--- src/shared/port_switch_regs.vh ---
`ifndef PORT_SWITCH_REGS_VH
`define PORT_SWITCH_REGS_VH

// ****************************************************************
// Address map of the plain register port
// ****************************************************************
`define ADDR_CTRL        4'h0
`define ADDR_LIMIT       4'h1
`define ADDR_STATUS      4'h2
`define ADDR_RETRY_TIME  4'h3
`define ADDR_RESTORE_TIME 4'h4
`define ADDR_DISCH_TIME  4'h5
`define ADDR_MASK_TIME   4'h6
`define ADDR_BLANK_TIME  4'h7

// ****************************************************************
// Control register fields
// ****************************************************************
`define CTRL_DISCH_CMD   0
`define CTRL_ERR_CLEAR   1

// ****************************************************************
// Status register fields
// ****************************************************************
`define ST_DISCH_ERR     0
`define ST_TRIP_ERR      1
`define ST_TREG          2
`define ST_TSD           3
`define ST_CC_MODE       4
`define ST_FORCED_TRIP   5
`define ST_DISCHARGING   6
`define ST_SWITCH_ON     7

// ****************************************************************
// Power states
// ****************************************************************
`define PS_SLEEP         2'h0
`define PS_DETECT        2'h1
`define PS_ACTIVE        2'h2
`define PS_ERROR         2'h3

// ****************************************************************
// Active modes
// ****************************************************************
`define AM_PASS          2'h0
`define AM_CDP           2'h1
`define AM_DCE           2'h2
`define AM_DEDICATED     2'h3

// ****************************************************************
// Limit codes and reset values
// ****************************************************************
`define LIM_MIN          3'h0
`define LIM_1A5          3'h4
`define BOUND_NORMAL     1'b0
`define BOUND_100MA      1'b1
`define RST_RETRY        16'h0FA0
`define RST_RESTORE      16'h0FA0
`define RST_DISCH        16'h0FA0
`define RST_MASK         16'h0FA0
`define RST_BLANK        16'h0FA0

`endif

--- src/hdl/port_switch_protection_ctrl.v ---
// The implementer's own choices: the register addresses and strobed register access.
`timescale 1ns/10ps
`include "port_switch_regs.vh"

module port_switch_protection_ctrl #(
    parameter TW = 16
) (
    input  wire          clk,
    input  wire          rstn,
    input  wire [3:0]    addr,
    input  wire [15:0]   wdata,
    input  wire          wr,
    input  wire          rd,
    output reg  [15:0]   rdata,
    input  wire [2:0]    current_limit_setting,
    input  wire          port_power_enable,
    input  wire          emulation_enable,
    input  wire          mode_select_one,
    input  wire          mode_select_two,
    input  wire [1:0]    power_state,
    input  wire          dcp_accepted,
    input  wire          emul_timeout_active,
    input  wire          profile_apply_req,
    input  wire          removal_detect,
    input  wire          source_undervoltage,
    input  wire          error_recovery,
    input  wire          over_limit,
    input  wire          vbus_below_min,
    input  wire          vbus_below_test,
    input  wire          temp_over_reg,
    input  wire          temp_below_reg_hyst,
    input  wire          temp_over_shutdown,
    input  wire          temp_below_shutdown_hyst,
    output reg           switch_close,
    output reg           bypass_cap_sel,
    output reg           constant_current_mode,
    output reg  [2:0]    active_limit,
    output reg           cc_low_current_bound,
    output reg           discharge_on,
    output reg           profile_remove,
    output reg           error_req,
    output wire          fault_alert_n_oe
);

    // ************************************************************
    // Registers
    // ************************************************************
    reg [2:0]    hw_limit_q;
    reg          hw_latched_q;
    reg [2:0]    prog_limit_q;
    reg [TW-1:0] retry_time_q;
    reg [TW-1:0] restore_time_q;
    reg [TW-1:0] disch_time_q;
    reg [TW-1:0] mask_time_q;
    reg [TW-1:0] blank_time_q;
    reg          disch_err_q;
    reg          trip_err_q;
    reg          alert_q;
    reg          tsd_q;
    reg          treg_q;
    reg          forced_q;
    reg          restoring_q;
    reg          waiting_q;
    reg [TW-1:0] tmr_q;
    reg [TW-1:0] disch_cnt_q;
    reg [TW-1:0] mask_cnt_q;
    reg [TW-1:0] blank_cnt_q;
    reg          blank_done_q;
    reg          ppe_q;
    reg [1:0]    ps_q;
    reg [2:0]    ctl_q;
    reg          emu_block_q;
    reg [2:0]    lim_q;

    wire [1:0] mode = {mode_select_two, mode_select_one};
    wire [2:0] ctl_now = {emulation_enable, mode_select_two,
                          mode_select_one};
    wire in_active = (power_state == `PS_ACTIVE);
    wire bus_disch = wr && (addr == `ADDR_CTRL) &&
                     wdata[`CTRL_DISCH_CMD] && in_active;
    wire err_clear = wr && (addr == `ADDR_CTRL) && wdata[`CTRL_ERR_CLEAR];

    // Hand-over between bypass path and port switch in either direction.
    wire handover = ((ps_q == `PS_DETECT) && in_active) ||
                    ((ps_q == `PS_ACTIVE) &&
                     (power_state == `PS_DETECT));
    wire sleep_cmd = (power_state == `PS_SLEEP) && (ps_q != `PS_SLEEP);
    wire disch_start = (ppe_q && !port_power_enable) || removal_detect ||
                       source_undervoltage || sleep_cmd ||
                       profile_apply_req || error_recovery || bus_disch ||
                       handover;

    // Scheme selection from the active mode before thermal overrides.
    reg base_cc;
    always @*
    begin
        case (mode)
            `AM_CDP:       base_cc = 1'b1;
            `AM_DCE:       base_cc = emul_timeout_active ||
                                     (dcp_accepted && over_limit &&
                                      prog_limit_q <= `LIM_1A5);
            `AM_DEDICATED: base_cc = dcp_accepted && over_limit &&
                                     (prog_limit_q <= `LIM_1A5);
            default:       base_cc = 1'b0;
        endcase
    end

    wire cc_eff = base_cc && !forced_q;
    wire trip_event = switch_close && !cc_eff && over_limit;
    wire cc_open = cc_eff && (vbus_below_min || temp_over_shutdown);
    wire [2:0] lim_one_below = (prog_limit_q == `LIM_MIN) ? `LIM_MIN :
                               prog_limit_q - 3'h1;

    // ************************************************************
    // Hardware limit capture and register writes
    // ************************************************************
    // The strap is caught after reset release, never by the reset itself.
    always @(posedge clk or negedge rstn)
    begin
        if (!rstn)
        begin
            hw_limit_q     <= 3'h7;
            hw_latched_q   <= 1'b0;
            prog_limit_q   <= 3'h7;
            retry_time_q   <= `RST_RETRY;
            restore_time_q <= `RST_RESTORE;
            disch_time_q   <= `RST_DISCH;
            mask_time_q    <= `RST_MASK;
            blank_time_q   <= `RST_BLANK;
        end
        else
        begin
            if (!hw_latched_q)
            begin
                hw_limit_q   <= current_limit_setting;
                prog_limit_q <= current_limit_setting;
                hw_latched_q <= 1'b1;
            end
            else if (wr && addr == `ADDR_LIMIT)
                prog_limit_q <= (wdata[2:0] > hw_limit_q) ? hw_limit_q :
                                wdata[2:0];
            if (wr && addr == `ADDR_RETRY_TIME)
                retry_time_q <= wdata[TW-1:0];
            if (wr && addr == `ADDR_RESTORE_TIME)
                restore_time_q <= wdata[TW-1:0];
            if (wr && addr == `ADDR_DISCH_TIME)
                disch_time_q <= wdata[TW-1:0];
            if (wr && addr == `ADDR_MASK_TIME)
                mask_time_q <= wdata[TW-1:0];
            if (wr && addr == `ADDR_BLANK_TIME)
                blank_time_q <= wdata[TW-1:0];
        end
    end

    // ************************************************************
    // Dynamic thermal management and shutdown
    // ************************************************************
    // Waiting means the switch is open for a retry interval.
    always @(posedge clk or negedge rstn)
    begin
        if (!rstn)
        begin
            tsd_q       <= 1'b0;
            treg_q      <= 1'b0;
            forced_q    <= 1'b0;
            restoring_q <= 1'b0;
            waiting_q   <= 1'b0;
            tmr_q       <= {TW{1'b0}};
            lim_q       <= 3'h7;
            emu_block_q <= 1'b0;
            ctl_q       <= 3'h0;
        end
        else
        begin
            ctl_q <= ctl_now;
            if (temp_over_shutdown)
                tsd_q <= 1'b1;
            else if (temp_below_shutdown_hyst)
                tsd_q <= 1'b0;
            if (ctl_q != ctl_now)
                emu_block_q <= 1'b0;
            if (temp_over_reg && dcp_accepted)
                emu_block_q <= 1'b1;
            if (!treg_q && !restoring_q)
                lim_q <= prog_limit_q;
            if (waiting_q)
            begin
                if (tmr_q >= retry_time_q)
                begin
                    waiting_q <= 1'b0;
                    tmr_q     <= {TW{1'b0}};
                end
                else
                    tmr_q <= tmr_q + 1'b1;
            end
            else if (temp_over_reg)
            begin
                treg_q      <= 1'b1;
                restoring_q <= 1'b0;
                tmr_q       <= {TW{1'b0}};
                if (lim_q != `LIM_MIN)
                begin
                    lim_q     <= lim_q - 3'h1;
                    waiting_q <= 1'b1;
                end
                else if (base_cc && !forced_q)
                begin
                    forced_q  <= 1'b1;
                    lim_q     <= lim_one_below;
                    waiting_q <= 1'b1;
                end
                // Trip at minimum: stay closed at minimum limit.
            end
            else if (treg_q && temp_below_reg_hyst)
            begin
                treg_q <= 1'b0;
                if (forced_q)
                begin
                    restoring_q <= 1'b1;
                    tmr_q       <= {TW{1'b0}};
                end
                else
                    lim_q <= prog_limit_q;
            end
            else if (restoring_q)
            begin
                if (tmr_q >= restore_time_q)
                begin
                    restoring_q <= 1'b0;
                    forced_q    <= 1'b0;
                    lim_q       <= prog_limit_q;
                    tmr_q       <= {TW{1'b0}};
                end
                else
                    tmr_q <= tmr_q + 1'b1;
            end
        end
    end

    // ************************************************************
    // VBUS discharge sequencing and error flags
    // ************************************************************
    // Thermal events are deliberately absent from the discharge start.
    always @(posedge clk or negedge rstn)
    begin
        if (!rstn)
        begin
            discharge_on <= 1'b0;
            disch_cnt_q  <= {TW{1'b0}};
            disch_err_q  <= 1'b0;
            trip_err_q   <= 1'b0;
            ppe_q        <= 1'b0;
            ps_q         <= `PS_SLEEP;
            error_req    <= 1'b0;
        end
        else
        begin
            ppe_q     <= port_power_enable;
            ps_q      <= power_state;
            error_req <= 1'b0;
            if (disch_start)
            begin
                discharge_on <= 1'b1;
                disch_cnt_q  <= {TW{1'b0}};
            end
            else if (discharge_on)
            begin
                if (disch_cnt_q >= disch_time_q)
                begin
                    discharge_on <= 1'b0;
                    if (!vbus_below_test)
                        error_req <= 1'b1;
                end
                else
                    disch_cnt_q <= disch_cnt_q + 1'b1;
            end
            // A new event wins over a software clear in the same cycle.
            if (discharge_on && !disch_start &&
                disch_cnt_q >= disch_time_q && !vbus_below_test)
                disch_err_q <= 1'b1;
            else if (err_clear)
                disch_err_q <= 1'b0;
            if (trip_event)
            begin
                trip_err_q <= 1'b1;
                error_req  <= 1'b1;
            end
            else if (err_clear)
                trip_err_q <= 1'b0;
        end
    end

    // ************************************************************
    // Alert masking and power-up blanking
    // ************************************************************
    wire err_level = trip_err_q || disch_err_q;
    always @(posedge clk or negedge rstn)
    begin
        if (!rstn)
        begin
            blank_cnt_q  <= {TW{1'b0}};
            blank_done_q <= 1'b0;
            mask_cnt_q   <= {TW{1'b0}};
            alert_q      <= 1'b0;
        end
        else
        begin
            if (!blank_done_q)
            begin
                if (blank_cnt_q >= blank_time_q)
                    blank_done_q <= 1'b1;
                else
                    blank_cnt_q <= blank_cnt_q + 1'b1;
            end
            if (!err_level)
                mask_cnt_q <= {TW{1'b0}};
            else if (mask_cnt_q <= mask_time_q)
                mask_cnt_q <= mask_cnt_q + 1'b1;
            alert_q <= blank_done_q &&
                       ((err_level && mask_cnt_q > mask_time_q) ||
                        tsd_q);
        end
    end
    assign fault_alert_n_oe = alert_q;

    // ************************************************************
    // Switch and limit outputs
    // ************************************************************
    always @(posedge clk or negedge rstn)
    begin
        if (!rstn)
        begin
            switch_close          <= 1'b0;
            bypass_cap_sel        <= 1'b0;
            constant_current_mode <= 1'b0;
            active_limit          <= `LIM_MIN;
            cc_low_current_bound  <= `BOUND_NORMAL;
            profile_remove        <= 1'b0;
        end
        else
        begin
            switch_close <= in_active && port_power_enable && !tsd_q &&
                            !temp_over_shutdown && !discharge_on &&
                            !waiting_q && !trip_event && !cc_open &&
                            !trip_err_q;
            bypass_cap_sel <= (power_state == `PS_DETECT);
            constant_current_mode <= cc_eff;
            active_limit <= lim_q;
            cc_low_current_bound <= forced_q ? `BOUND_100MA :
                                    `BOUND_NORMAL;
            profile_remove <= emu_block_q;
        end
    end

    // ************************************************************
    // Register read port
    // ************************************************************
    reg [15:0] rd_d;
    always @*
    begin
        rd_d = 16'h0000;
        case (addr)
            `ADDR_LIMIT:
                rd_d = {9'h000, hw_limit_q, 1'b0, prog_limit_q};
            `ADDR_STATUS:
                rd_d = {8'h00, switch_close, discharge_on, forced_q,
                        constant_current_mode, tsd_q, treg_q,
                        trip_err_q, disch_err_q};
            `ADDR_RETRY_TIME:   rd_d[TW-1:0] = retry_time_q;
            `ADDR_RESTORE_TIME: rd_d[TW-1:0] = restore_time_q;
            `ADDR_DISCH_TIME:   rd_d[TW-1:0] = disch_time_q;
            `ADDR_MASK_TIME:    rd_d[TW-1:0] = mask_time_q;
            `ADDR_BLANK_TIME:   rd_d[TW-1:0] = blank_time_q;
            default:            rd_d = 16'h0000;
        endcase
    end

    always @(posedge clk or negedge rstn)
    begin
        if (!rstn)
            rdata <= 16'h0000;
        else
            rdata <= rd ? rd_d : 16'h0000;
    end

endmodule // port_switch_protection_ctrl

--- config.mk ---
export PLATFORM = sky130hd
export DESIGN_NAME = port_switch_protection_ctrl
export DESIGN_NICKNAME = d
export VERILOG_FILES = /design/src/hdl/port_switch_protection_ctrl.v
export VERILOG_INCLUDE_DIRS = /design/src /design/src/shared
export SDC_FILE = /design/constraint.sdc
export NUM_CORES = 1
export LEC_CHECK = 0
export BUFFER_PORTS_ARGS = -buffer_cell sky130_fd_sc_hd__buf_2
export CORE_MARGIN = 5
export CORE_UTILIZATION = 50
export CTS_CLUSTER_SIZE = 40
export DETAILED_ROUTE_END_ITERATION = 10
export PLACE_DENSITY = 0.68
export SYNTH_ARGS = -nofsm -noshare
export SYNTH_HDL_FRONTEND = slang
export SYNTH_SLANG_ARGS = --single-unit
--- constraint.sdc ---
create_clock -name clk -period 3.9 [get_ports clk]
set_input_delay 0.195 -clock clk [delete_from_list [all_inputs] [get_ports clk]]
set_output_delay 0.195 -clock clk [all_outputs]
set_load 0.02 [all_outputs]
# == Word level (Yosys, flattened, before mapping) ==
# Cells that the tools add are included.
# classes
n_addsub,6
multipliers,0
div_mod_pow,0
order_cmp,8
eq_ne,23
n_shift,0
mux,64
bitwise,3
n_reduce_logical,82
# ops
cell,n
16-bit two-way mux,13
16-bit case mux with 7 select lines,1
16-bit by 1-bit adder with 16-bit output (second input constant),4
16-bit greater-or-equal comparator,4
3-bit two-way mux,13
1-bit logical AND,36
1-bit two-way mux,36
2-bit nonzero test,9
4-bit by 3-bit equality test with 1-bit output (second input constant),4
16-bit > comparator,1
16-bit less-or-equal comparator,1
1-bit logical NOT,14
1-bit logical OR,12
2-bit AND reduction,5
2-bit equality test (second input constant),4
4-bit by 2-bit equality test with 1-bit output (second input constant),2
2-bit by 1-bit equality test with 1-bit output (second input constant),3
2-bit by 1-bit inequality test with 1-bit output (second input constant),3
2-bit inequality test (second input constant),3
6-bit AND reduction,1
3-bit by 1-bit subtractor with 3-bit output (second input constant),2
4-bit by 1-bit equality test with 1-bit output (second input constant),1
4-bit logical NOT,1
4-bit inequality test (second input constant),1
other kinds (10),12
# word_totals
register_bits,196
latchBits,0
ram_bits,0
romBits,0
inputBits,46
out_inout_bits,27
wordCells,221
n_memories,0

# == Depth between registers and ports, before layout ==
# Gate-level depths: netlist (run 1).
# logic_depth
word_depth,14
ltp_mapped,10
ltp_nobuf,9

# == Worst setup path after synthesis (run 1) ==
# OpenSTA, ideal clock, no wires.
# synth_path
path_kind,reg-to-reg
start,register prog_limit_q[1]
end,register lim_q[2]
setup_time_ps,83
arrival_ps,2207
setup_slack_ps,1610
path_stages_with_launch,9
cell_sequence,dfstp_2 or2_2 ha_1 nand3b_1 a311oi_4 mux2_1 a31oi_1 a21oi_1 a2bb2oi_1
# synth_between
elab_chain_cells,9
# synth_lines
item,line,source
start: declaration,port_switch_protection_ctrl.v:50,reg [2:0] prog_limit_q;
start signal: assignment,port_switch_protection_ctrl.v:136,prog_limit_q <= current_limit_setting;
start signal: assignment,port_switch_protection_ctrl.v:140,prog_limit_q <= (wdata[2:0] > hw_limit_q) ? hw_limit_q :
3-bit less-or-equal comparator (no source line) (*),--,
1-bit logical AND (*),port_switch_protection_ctrl.v:102,`AM_DEDICATED: base_cc = dcp_accepted && over_limit &&
1-bit logical OR,port_switch_protection_ctrl.v:99,`AM_DCE: base_cc = emul_timeout_active ||
1-bit case mux with 3 select lines (*),port_switch_protection_ctrl.v:97,case (mode)
1-bit logical AND (*),--,
net cc_eff,port_switch_protection_ctrl.v:108,wire cc_eff = base_cc && !forced_q;
3-bit two-way mux (*),port_switch_protection_ctrl.v:206,else if (base_cc && !forced_q)
3-bit two-way mux (*),port_switch_protection_ctrl.v:201,if (lim_q != `LIM_MIN)
3-bit two-way mux (*),port_switch_protection_ctrl.v:196,else if (temp_over_reg)
3-bit two-way mux (*),port_switch_protection_ctrl.v:186,if (waiting_q)
end signal: assignment,port_switch_protection_ctrl.v:185,lim_q <= prog_limit_q;
end signal: assignment,port_switch_protection_ctrl.v:203,lim_q <= lim_q - 3'h1;
end signal: assignment,port_switch_protection_ctrl.v:209,lim_q <= lim_one_below;
end: declaration,port_switch_protection_ctrl.v:73,reg [2:0] lim_q;
# The timed path passes the listed nets; every way through them passes the cells marked *.
# A chain may end at the register's enable or synchronous reset.

# == Worst setup path in the final report (run 1) ==
# layout_path
start,register disch_time_q[10]
end,register disch_cnt_q[10]
# layout_between
elab_chain_cells,3
# layout_lines
item,line,source
start: declaration,port_switch_protection_ctrl.v:53,reg [TW-1:0] disch_time_q;
start signal: assignment,port_switch_protection_ctrl.v:127,disch_time_q <= `RST_DISCH;
start signal: assignment,port_switch_protection_ctrl.v:147,disch_time_q <= wdata[TW-1:0];
16-bit greater-or-equal comparator,port_switch_protection_ctrl.v:268,if (disch_cnt_q >= disch_time_q)
2-bit inequality test (no source line),--,
2-bit AND reduction (no source line),--,
end signal: assignment,port_switch_protection_ctrl.v:249,disch_cnt_q <= {TW{1'b0}};
end signal: assignment,port_switch_protection_ctrl.v:264,disch_cnt_q <= {TW{1'b0}};
end signal: assignment,port_switch_protection_ctrl.v:275,disch_cnt_q <= disch_cnt_q + 1'b1;
end: declaration,port_switch_protection_ctrl.v:65,reg [TW-1:0] disch_cnt_q;
# No other way between the ends.

==> flow_metrics.py, run 1 <==
metrics = {
    "run_status": {
        "status": "completed",
    },
    "sta": {
        "fmax_mhz": 355,
        "min_period_ns": 2.81,
        "fin_skew_ns": 0.0103,
        "tns_ns": 0,
        "report.final.setup_viol": 0,
        "slew_viol_final": 0,
        "slew_headroom_pct": 21.9,
        "final-hold-violation-count": 0,
        "worst_pin_slew_ns": 1.17,
        "rsz0062_at_grt": "false",
        "fin_crit_sh_pct": 72.1,
    },
    "min_path": {
        "holdPathEnd": "hw_limit_q[0]$_DFFE_PN1N_",
        "hold_path_depth": 2,
        "min-delay-start": "current_limit_setting[0]",
        "hp-class": "primary input to register",
    },
    "final_layout": {
        "fin_cells": 1531,
        "fin_nets": 1369,
        "drive_gt1_share_pct": 17.8,
        "layout.cells.most_common": "dfrtp_1",
        "syn2layout_area_growth_pct": 12.1,
        "final_cell_mix": "dfrtp_1 (157), nand2_1 (122), inv_1 (100)",
    },
    "critical_path": {
        "rr_worst_depth": 8,
        "cp_max_fo": 26,
        "cp-start-kind": "register",
        "r2r_slack_ns": 1.09,
        "regToRegEndpoint": "disch_cnt_q[10]$_DFFE_PN0P_",
        "r2r_start": "disch_time_q[10]$_DFFE_PN1P_",
        "required_ns": 4.26,
        "worstPathArrival_ns": 3.17,
        "startpoint": "disch_time_q[10]$_DFFE_PN1P_",
        "end_kind": "register",
        "path_class": "register to register",
    },
    "logic_synthesis": {
        "yosys_warnings": 0,
        "syn-cell-area_sq_um": 11400,
        "synth_cell_types": 89,
        "ys_seq_area_share_pct": 43.5,
        "synth_cells": 1161,
        "synth-edff-count": 0,
        "synthFlopType": "dfrtp_1",
        "synth_seq_cells": 196,
        "syn_area_per_cell_sq_um": 9.81,
        "syn-num-nets": 1298,
        "async_reset_ff_share_pct": 100,
    },
    "power": {
        "p_per_area_nw_per_um2": 482,
        "ir_drop_mv": 0.298,
        "p_leak_nw": 6.05,
    },
    "clock_network": {
        "cts_sinks": 196,
        "post_cts_buffers": 0,
        "worstSkewPairLatency_ns": 0.44,
        "cts_htree_levels": 4,
        "path_clk_slew_ns": 0.08,
        "max-clock-path-buffers": 2,
        "cts-root-buf": "clkbuf_16",
        "numCtsBuffers": 17,
        "postCtsResizedCells": 0,
        "cts_tree": "done",
    },
    "global_routing": {
        "antenna_found_initial": 1,
        "first_global_vias": 8874,
        "overflow": 0,
        "grt_pass1_wl_um": 47800,
        "grt_max_degree": 114,
        "track_usage_pct": 23.0,
    },
    "run": {
        "maxCapViolations": 0,
    },
    "routing": {
        "viasPerCell": 5.87,
        "dr.pass1.iters": 5,
        "wl_per_cell_um": 19.3,
        "vias": 8980,
        "drt_wl_total_um": 29600,
        "ant_nets": 0,
        "first_iter_violations": 713,
        "remaining_drc_errors": 0,
    },
    "die": {
        "io_pins": 73,
        "die_h_um": 161,
        "initial_core_util_pct": 50.6,
        "fp-row-count": 55,
        "die_area_sq_um": 25900,
        "die_w_um": 161,
        "coreArea_sq_um": 22500,
    },
    "placed_design": {
        "dpl.cell_count": 1486,
        "finalWeightedCongestion": 0.874,
        "io_buffers": 72,
        "hpwl_um": 22000,
    },
}
## cell families (layout without fill, tap and decap cells)
logic type      after synthesis  in the layout  synth area share [%]
compound gates              284            284                  16.7
xor+xnor                     29             29                  2.23
fa+ha+maj                    91             91                  10.0
buf+inv                     148            232                  5.20
flops                       196            196                  43.5
mux                          67             67                  6.58
other cells                   1              2                0.0329
simple gates                345            345                  15.7
## critical path, stage by stage, from the launching register on
cell and delay (ns):
dfstp_2 0.55, inv_1 0.05, ha_1 0.28, nand3_1 0.09
nor3_1 0.35, o2111ai_1 0.22, o21ai_2 0.76, or4_1 0.25
mux2i_1 0.17
## repair_timing
item / in CTS / in global routing
hold buffers: 12 / 0
hold endpoints to repair: 93 / 0
endpoints found under the setup margin: 0 / 0
## power breakdown
part	leakage (nW)	switching (mW)	internal (mW)
logic	3.32	0.920	0.636
clock network	0.295	0.840	0.985
registers	2.43	0.331	2.44
## area by class of cell
class / count / area [sq um]
tap: 285 / 357
timing repair buffer: 98 / 607
clock buffer: 18 / 439
inverter: 102 / 383
multi-input combinational: 817 / 5850
antenna: 1 / 2.50
sequential: 196 / 4950
clock inverter: 14 / 170
fill: 1961 / 9740
## how the worst max path moves through the flow
| stage | end | slack, ns | depth (start not counted) |
|---|---|---|---|
| floorplan | lim_q[2]$_DFF_PN1_ | 1.61 | 8 |
| global placement | disch_cnt_q[10]$_DFFE_PN0P_ | 1.23 | 8 |
| detailed placement | disch_cnt_q[10]$_DFFE_PN0P_ | 1.13 | 8 |
| CTS | disch_cnt_q[10]$_DFFE_PN0P_ | 1.11 | 8 |
| global route | disch_cnt_q[10]$_DFFE_PN0P_ | 0.91 | 8 |
| finish | disch_cnt_q[10]$_DFFE_PN0P_ | 1.09 | 8 |
## Yosys cell counts (16+ instances only)
cell	number	area share, %
mux2_1	18	1.8
inv_1	100	3.3
nand3_1	30	1.3
clkbuf_1	29	0.96
xor2_1	19	1.5
dfstp_2	39	9.0
o21ai_0	74	3.3
or4_1	16	1.1
nand2_1	122	4.0
dfrtp_1	157	35
a21oi_1	73	3.2
mux2_2	25	2.5
ha_1	91	10
mux2i_1	22	1.9
nand4_1	18	0.99
and3_1	16	0.88
nor2_1	54	1.8
## state kept, by name (all words and copies together), names as in the netlist, 16 cells and up
name / count
mask_cnt_q: 16
blank_time_q: 16
retry_time_q: 16
mask_time_q: 16
blank_cnt_q: 16
disch_cnt_q: 16
disch_time_q: 16
rdata: 16
tmr_q: 16
restore_time_q: 16
## metal layers
layer	track usage (%)	vias up	wire, um
met2	37.3	265	13700
met5	0	-	0
met4	4.61	0	395
li1	-	4330	-
met1	32.7	4353	13500
met3	4.36	32	1920
## stage by stage
step | setup WS, ns | area [sq um] | power (mW) | hold slack [ns] | utilization [%]
6_report | 1.09 | 12800 | 6.15 | 0.0166 | 56.7
5_1_grt | 0.908 | 12800 | 6.52 | 0.0122 | 56.7
3_5_place_dp | 1.13 | 12000 | 4.33 | 0.332 | 53.5
2_1_floorplan | 1.61 | 11400 | 3.80 | -0.101 | -
4_1_cts | 1.11 | 12800 | 6.18 | 0.00850 | 56.7
3_3_place_gp | 1.23 | 12000 | 4.28 | 0.326 | 53.5
No activity file was read; power rests on OpenSTA's default activity.
==> run 2, diff against run 1 <==
--- a/config.mk
+++ b/config.mk
@@ -11,7 +11,7 @@
 export CORE_UTILIZATION = 50
 export CTS_CLUSTER_SIZE = 40
 export DETAILED_ROUTE_END_ITERATION = 10
-export PLACE_DENSITY = 0.68
+export PLACE_DENSITY = 0.7
 export SYNTH_ARGS = -nofsm -noshare
 export SYNTH_HDL_FRONTEND = slang
 export SYNTH_SLANG_ARGS = --single-unit
==> constraint.sdc (replaced) <==
create_clock -name clk -period 2.5 [get_ports clk]
set_input_delay 0.125 -clock clk [delete_from_list [all_inputs] [get_ports clk]]
set_output_delay 0.125 -clock clk [all_outputs]
set_load 0.02 [all_outputs]
==> flow_metrics.py, run 2 (synthesis results as in run 1) <==
metrics = {
    "clock_network": {
        "worstSkewPairLatency_ns": 0.45,
        "max-clock-path-buffers": 2,
        "numCtsBuffers": 17,
        "path_clk_slew_ns": 0.08,
        "cts_htree_levels": 4,
        "cts-root-buf": "clkbuf_16",
        "cts_sinks": 196,
        "cts_tree": "done",
    },
    "routing": {
        "dr.pass1.iters": 7,
        "vias": 9293,
        "remaining_drc_errors": 0,
        "drt_wl_total_um": 30500,
        "viasPerCell": 5.91,
        "wl_per_cell_um": 19.4,
        "first_iter_violations": 646,
        "ant_nets": 0,
    },
    "global_routing": {
        "track_usage_pct": 23.4,
        "grt_pass1_wl_um": 48500,
        "antenna_found_initial": 0,
        "overflow": 0,
        "grt_max_degree": 59,
        "first_global_vias": 9008,
    },
    "placed_design": {
        "finalWeightedCongestion": 0.937,
        "dpl.cell_count": 1503,
        "io_buffers": 72,
        "hpwl_um": 22500,
    },
    "critical_path": {
        "worstPathArrival_ns": 2.79,
        "cp-start-kind": "register",
        "required_ns": 2.83,
        "cp_max_fo": 7,
        "end_kind": "register",
        "path_class": "register to register",
    },
    "final_layout": {
        "fin_cells": 1572,
        "drive_gt1_share_pct": 20.8,
        "num_antenna_cells": 0,
        "layout.cells.most_common": "dfrtp_1",
        "fin_nets": 1411,
        "syn2layout_area_growth_pct": 16.9,
        "final_cell_mix": "dfrtp_1 (157), nand2_1 (122), inv_1 (100)",
        "fillers": 1891,
    },
    "power": {
        "p_leak_nw": 6.26,
        "p_per_area_nw_per_um2": 725,
        "ir_drop_mv": 0.528,
    },
    "min_path": {
        "hp-class": "primary input to register",
    },
    "sta": {
        "tns_ns": 0,
        "slew_headroom_pct": 36.1,
        "final-hold-violation-count": 0,
        "slew_viol_final": 0,
        "fin_crit_sh_pct": 98.6,
        "fin_skew_ns": 0.0172,
        "worst_pin_slew_ns": 0.953,
        "min_period_ns": 2.46,
        "fmax_mhz": 406,
        "report.final.setup_viol": 0,
        "rsz0062_at_grt": "true",
    },
    "die": {
        "initial_core_util_pct": 50.6,
        "io_pins": 73,
        "coreArea_sq_um": 22500,
        "die_area_sq_um": 25900,
        "die_w_um": 161,
        "die_h_um": 161,
        "fp-row-count": 55,
    },
    "run": {
        "maxCapViolations": 0,
    },
    "run_status": {
        "status": "completed",
    },
}
-- run 2: cell types whose count changed in the layout (fill, tap and decap cells not counted), moves of 3 or more --
cell	previous run	this run
buf_4	13	34
nor4_2	1	4
ha_1	91	87
a21oi_1	73	70
clkbuf_1	0	3
or4_1	16	13
ha_4	0	4
nor4_1	7	4
or4_4	0	3
dlygate4sd3_1	12	26
-- run 2: repair_timing --
item / 4_1_cts / 5_1_grt
gates resized for setup: 0 / 28
hold endpoints to repair: 96 / 0
buffers inserted: 0 / 7
setup endpoints to repair: 0 / 38
hold buffers: 26 / 0
-- run 2: metrics by stage --
step	total power, mW	hold WS [ns]	worst slack [ns]	cell area [sq um]	util (%)
floorplan	5.93	-0.171	0.210	11400	-
detailed placement	6.83	0.126	0.0302	12200	54.2
global placement	6.74	0.125	0.0844	12200	54.2
global route	10.2	0.0127	-0.0506	13300	59.2
finish	9.65	0.00267	0.0362	13300	59.2
CTS	9.56	0.00240	0.0255	13000	57.8
-- run 2: cell type report --
cell class | instances | area [sq um] | share of cell area [%]
Clock buffer | 20 | 437 | 3.28
Clock inverter | 12 | 126 | 0.949
Inverter | 102 | 383 | 2.88
Multi-Input combinational cell | 819 | 6050 | 45.4
Sequential cell | 196 | 4950 | 37.2
Tap cell | 285 | 357 | 2.68
Timing Repair Buffer | 138 | 1010 | 7.56
-- run 2: final timing paths --
| kind | depth (start not counted) | slack [ns] | to | from |
|---|---|---|---|---|
| max in group asynchronous | 3 | 1.47 | hw_limit_q[1]$_DFFE_PN1N_ | rstn |
| setup reg to reg | 8 | 0.04 | disch_cnt_q[10]$_DFFE_PN0P_ | disch_time_q[5]$_DFFE_PN1P_ |
| min in group asynchronous | 2 | 0.21 | active_limit[1]$_DFF_PN0_ | rstn |
| setup / recovery | 8 | 0.04 | disch_cnt_q[10]$_DFFE_PN0P_ | disch_time_q[5]$_DFFE_PN1P_ |
| hold / removal | 3 | 0.003 | mask_time_q[12]$_DFFE_PN0P_ | wdata[12] |
| hold reg to reg | 0 | 0.38 | profile_remove$_DFF_PN0_ | emu_block_q$_DFFE_PN0P_ |
-- run 2: critical path, stage by stage (launching register included) --
cell	delay, ns
dfstp_2	0.53
inv_1	0.07
ha_1	0.32
a211o_1	0.31
a21oi_4	0.17
o21ai_4	0.12
buf_12	0.16
or4_4	0.53
mux2i_1	0.13
-- run 2: layer usage --
| layer | track usage (%) | wire length [um] | part of all wire [%] |
|---|---|---|---|
| met5 | 0 | 0 | 0 |
| met4 | 7.52 | 793 | 2.6 |
| met3 | 5.49 | 1930 | 6.3 |
| met2 | 36.8 | 14100 | 46 |
| met1 | 32.4 | 13700 | 45 |
-- run 2: where the power goes --
part           internal [mW]  total (mW)  switching [mW]
Combinational           1.11        2.68            1.56
Clock                   1.40        2.69            1.29
Sequential              3.81        4.29           0.480
==> run 3, diff against run 2 <==
--- a/config.mk
+++ b/config.mk
@@ -11,7 +11,7 @@
 export CORE_UTILIZATION = 50
 export CTS_CLUSTER_SIZE = 40
 export DETAILED_ROUTE_END_ITERATION = 10
-export PLACE_DENSITY = 0.7
+export PLACE_DENSITY = 0.68
 export SYNTH_ARGS = -nofsm -noshare
 export SYNTH_HDL_FRONTEND = slang
 export SYNTH_SLANG_ARGS = --single-unit
==> flow_metrics.py, run 3 (synthesis results as in run 1) <==
metrics = {
    "run_status": {
        "status": "completed",
    },
    "sta": {
        "final-hold-violation-count": 0,
        "rsz0062_at_grt": "true",
        "slew_headroom_pct": 35.0,
        "report.final.setup_viol": 0,
        "fin_skew_ns": 0.0169,
        "tns_ns": 0,
        "fin_crit_sh_pct": 97.5,
        "fin_ws_ns": 0.0623,
        "fmax_mhz": 410,
        "min_period_ns": 2.44,
        "slew_viol_final": 0,
        "worst_pin_slew_ns": 0.970,
        "hold_ws_ns": 0.0196,
    },
    "critical_path": {
        "cp_max_fo": 6,
        "cp-start-kind": "register",
        "worstPathArrival_ns": 2.82,
        "end_kind": "register",
        "path_class": "register to register",
        "required_ns": 2.89,
    },
    "clock_network": {
        "cts-root-buf": "clkbuf_16",
        "cts_sinks": 196,
        "numCtsBuffers": 17,
        "cts_tree": "done",
        "cts_htree_levels": 4,
        "path_clk_slew_ns": 0.08,
        "max-clock-path-buffers": 2,
        "worstSkewPairLatency_ns": 0.45,
    },
    "power": {
        "power.switching_mw": 3.33,
        "p_leak_nw": 6.29,
        "intPower_mw": 6.54,
        "power_frac_clock_pct": 29.7,
        "switching_share_pct": 33.7,
        "sequentialPowerShare_pct": 43.4,
        "p_total_mw": 9.87,
        "comb_power_share_pct": 27.0,
        "ir_drop_mv": 0.515,
        "p_per_area_nw_per_um2": 740,
    },
    "run": {
        "maxCapViolations": 0,
    },
    "placed_design": {
        "dp_slack_ns": 0.0406,
        "dpl.cell_count": 1503,
        "io_buffers": 72,
        "hpwl_um": 22500,
        "place_area_sq_um": 12200,
        "finalWeightedCongestion": 0.913,
    },
    "routing": {
        "ant_nets": 0,
        "viasPerCell": 5.94,
        "drt_wl_total_um": 30800,
        "wl_per_cell_um": 19.6,
        "remaining_drc_errors": 0,
        "first_iter_violations": 857,
        "vias": 9338,
        "dr.pass1.iters": 7,
    },
    "die": {
        "coreArea_sq_um": 22500,
        "die_area_sq_um": 25900,
        "die_w_um": 161,
        "initial_core_util_pct": 50.6,
        "die_h_um": 161,
        "fp-row-count": 55,
        "io_pins": 73,
    },
    "final_layout": {
        "num_antenna_cells": 0,
        "multi_input_area_sq_um": 6010,
        "post-route-util_pct": 59.2,
        "seqCellArea_sq_um": 4950,
        "fillers": 1879,
        "syn2layout_area_growth_pct": 17.1,
        "fin_cells": 1573,
        "design_area_sq_um": 13300,
        "fin_nets": 1412,
        "final_cell_mix": "dfrtp_1 (157), nand2_1 (121), inv_1 (100)",
        "layout.cells.most_common": "dfrtp_1",
        "drive_gt1_share_pct": 20.8,
    },
    "global_routing": {
        "overflow": 0,
        "grt_pass1_wl_um": 48300,
        "antenna_found_initial": 1,
        "first_global_vias": 8830,
        "grt_max_degree": 67,
        "track_usage_pct": 23.5,
    },
    "min_path": {
        "hp-class": "primary input to register",
    },
}
-- run 3: per-layer routing --
| layer | up-vias | global-route usage, % | share of wire (%) |
|---|---|---|---|
| li1 | 4411 | - | - |
| met1 | 4511 | 33.2 | 44 |
| met2 | 356 | 36.8 | 46 |
| met3 | 58 | 5.06 | 7.3 |
| met4 | 2 | 6.98 | 2.3 |
| met5 | - | 0 | 0.042 |
-- run 3: power groups by stage --
| stage | Sequential, mW | Combinational [mW] | Clock (mW) |
|---|---|---|---|
| floorplan | 4.22 | 1.71 | 0 |
| global placement | 4.31 | 2.45 | 0 |
| detailed placement | 4.33 | 2.51 | 0 |
| CTS | 4.27 | 2.56 | 2.97 |
| global route | 4.34 | 2.98 | 3.09 |
| finish | 4.28 | 2.66 | 2.93 |
-- run 3: layout make-up --
| cell class | instances | share of cell area (%) |
|---|---|---|
| inverter | 102 | 2.87 |
| tap | 285 | 2.67 |
| clock buffer | 20 | 3.35 |
| clock inverter | 12 | 1.26 |
| sequential | 196 | 37.2 |
| timing repair buffer | 140 | 7.64 |
| multi-input combinational | 818 | 45.1 |
-- run 3: timing repair --
action	in CTS	in global routing
setup buffers	0	10
resized for setup	0	22
endpoints found under the hold margin	96	0
setup endpoints to repair	0	25
hold buffers	25	0
-- run 3: path summary, 6_finish.rpt --
check                                            from                         end  slack, ns  depth (start not counted)
max reg2reg                mask_time_q[9]$_DFFE_PN1P_  mask_cnt_q[15]$_DFFE_PN0P_       0.06                          8
max in group asynchronous                        rstn       tmr_q[15]$_DFFE_PN0P_       1.35                          3
min reg2reg                   emu_block_q$_DFFE_PN0P_    profile_remove$_DFF_PN0_       0.40                          0
max                        mask_time_q[9]$_DFFE_PN1P_  mask_cnt_q[15]$_DFFE_PN0P_       0.06                          8
min in group asynchronous                        rstn    profile_remove$_DFF_PN0_       0.21                          2
min                                                rd          rdata[2]$_DFF_PN0_       0.02                          3
-- run 3: worst max-delay path, stage by stage (launching register included) --
cell	delay, ns
dfstp_2	0.54
inv_1	0.06
ha_1	0.31
a21oi_1	0.17
o21a_1	0.19
a2bb2oi_4	0.25
a31oi_4	0.16
or4_1	0.55
a21oi_2	0.15
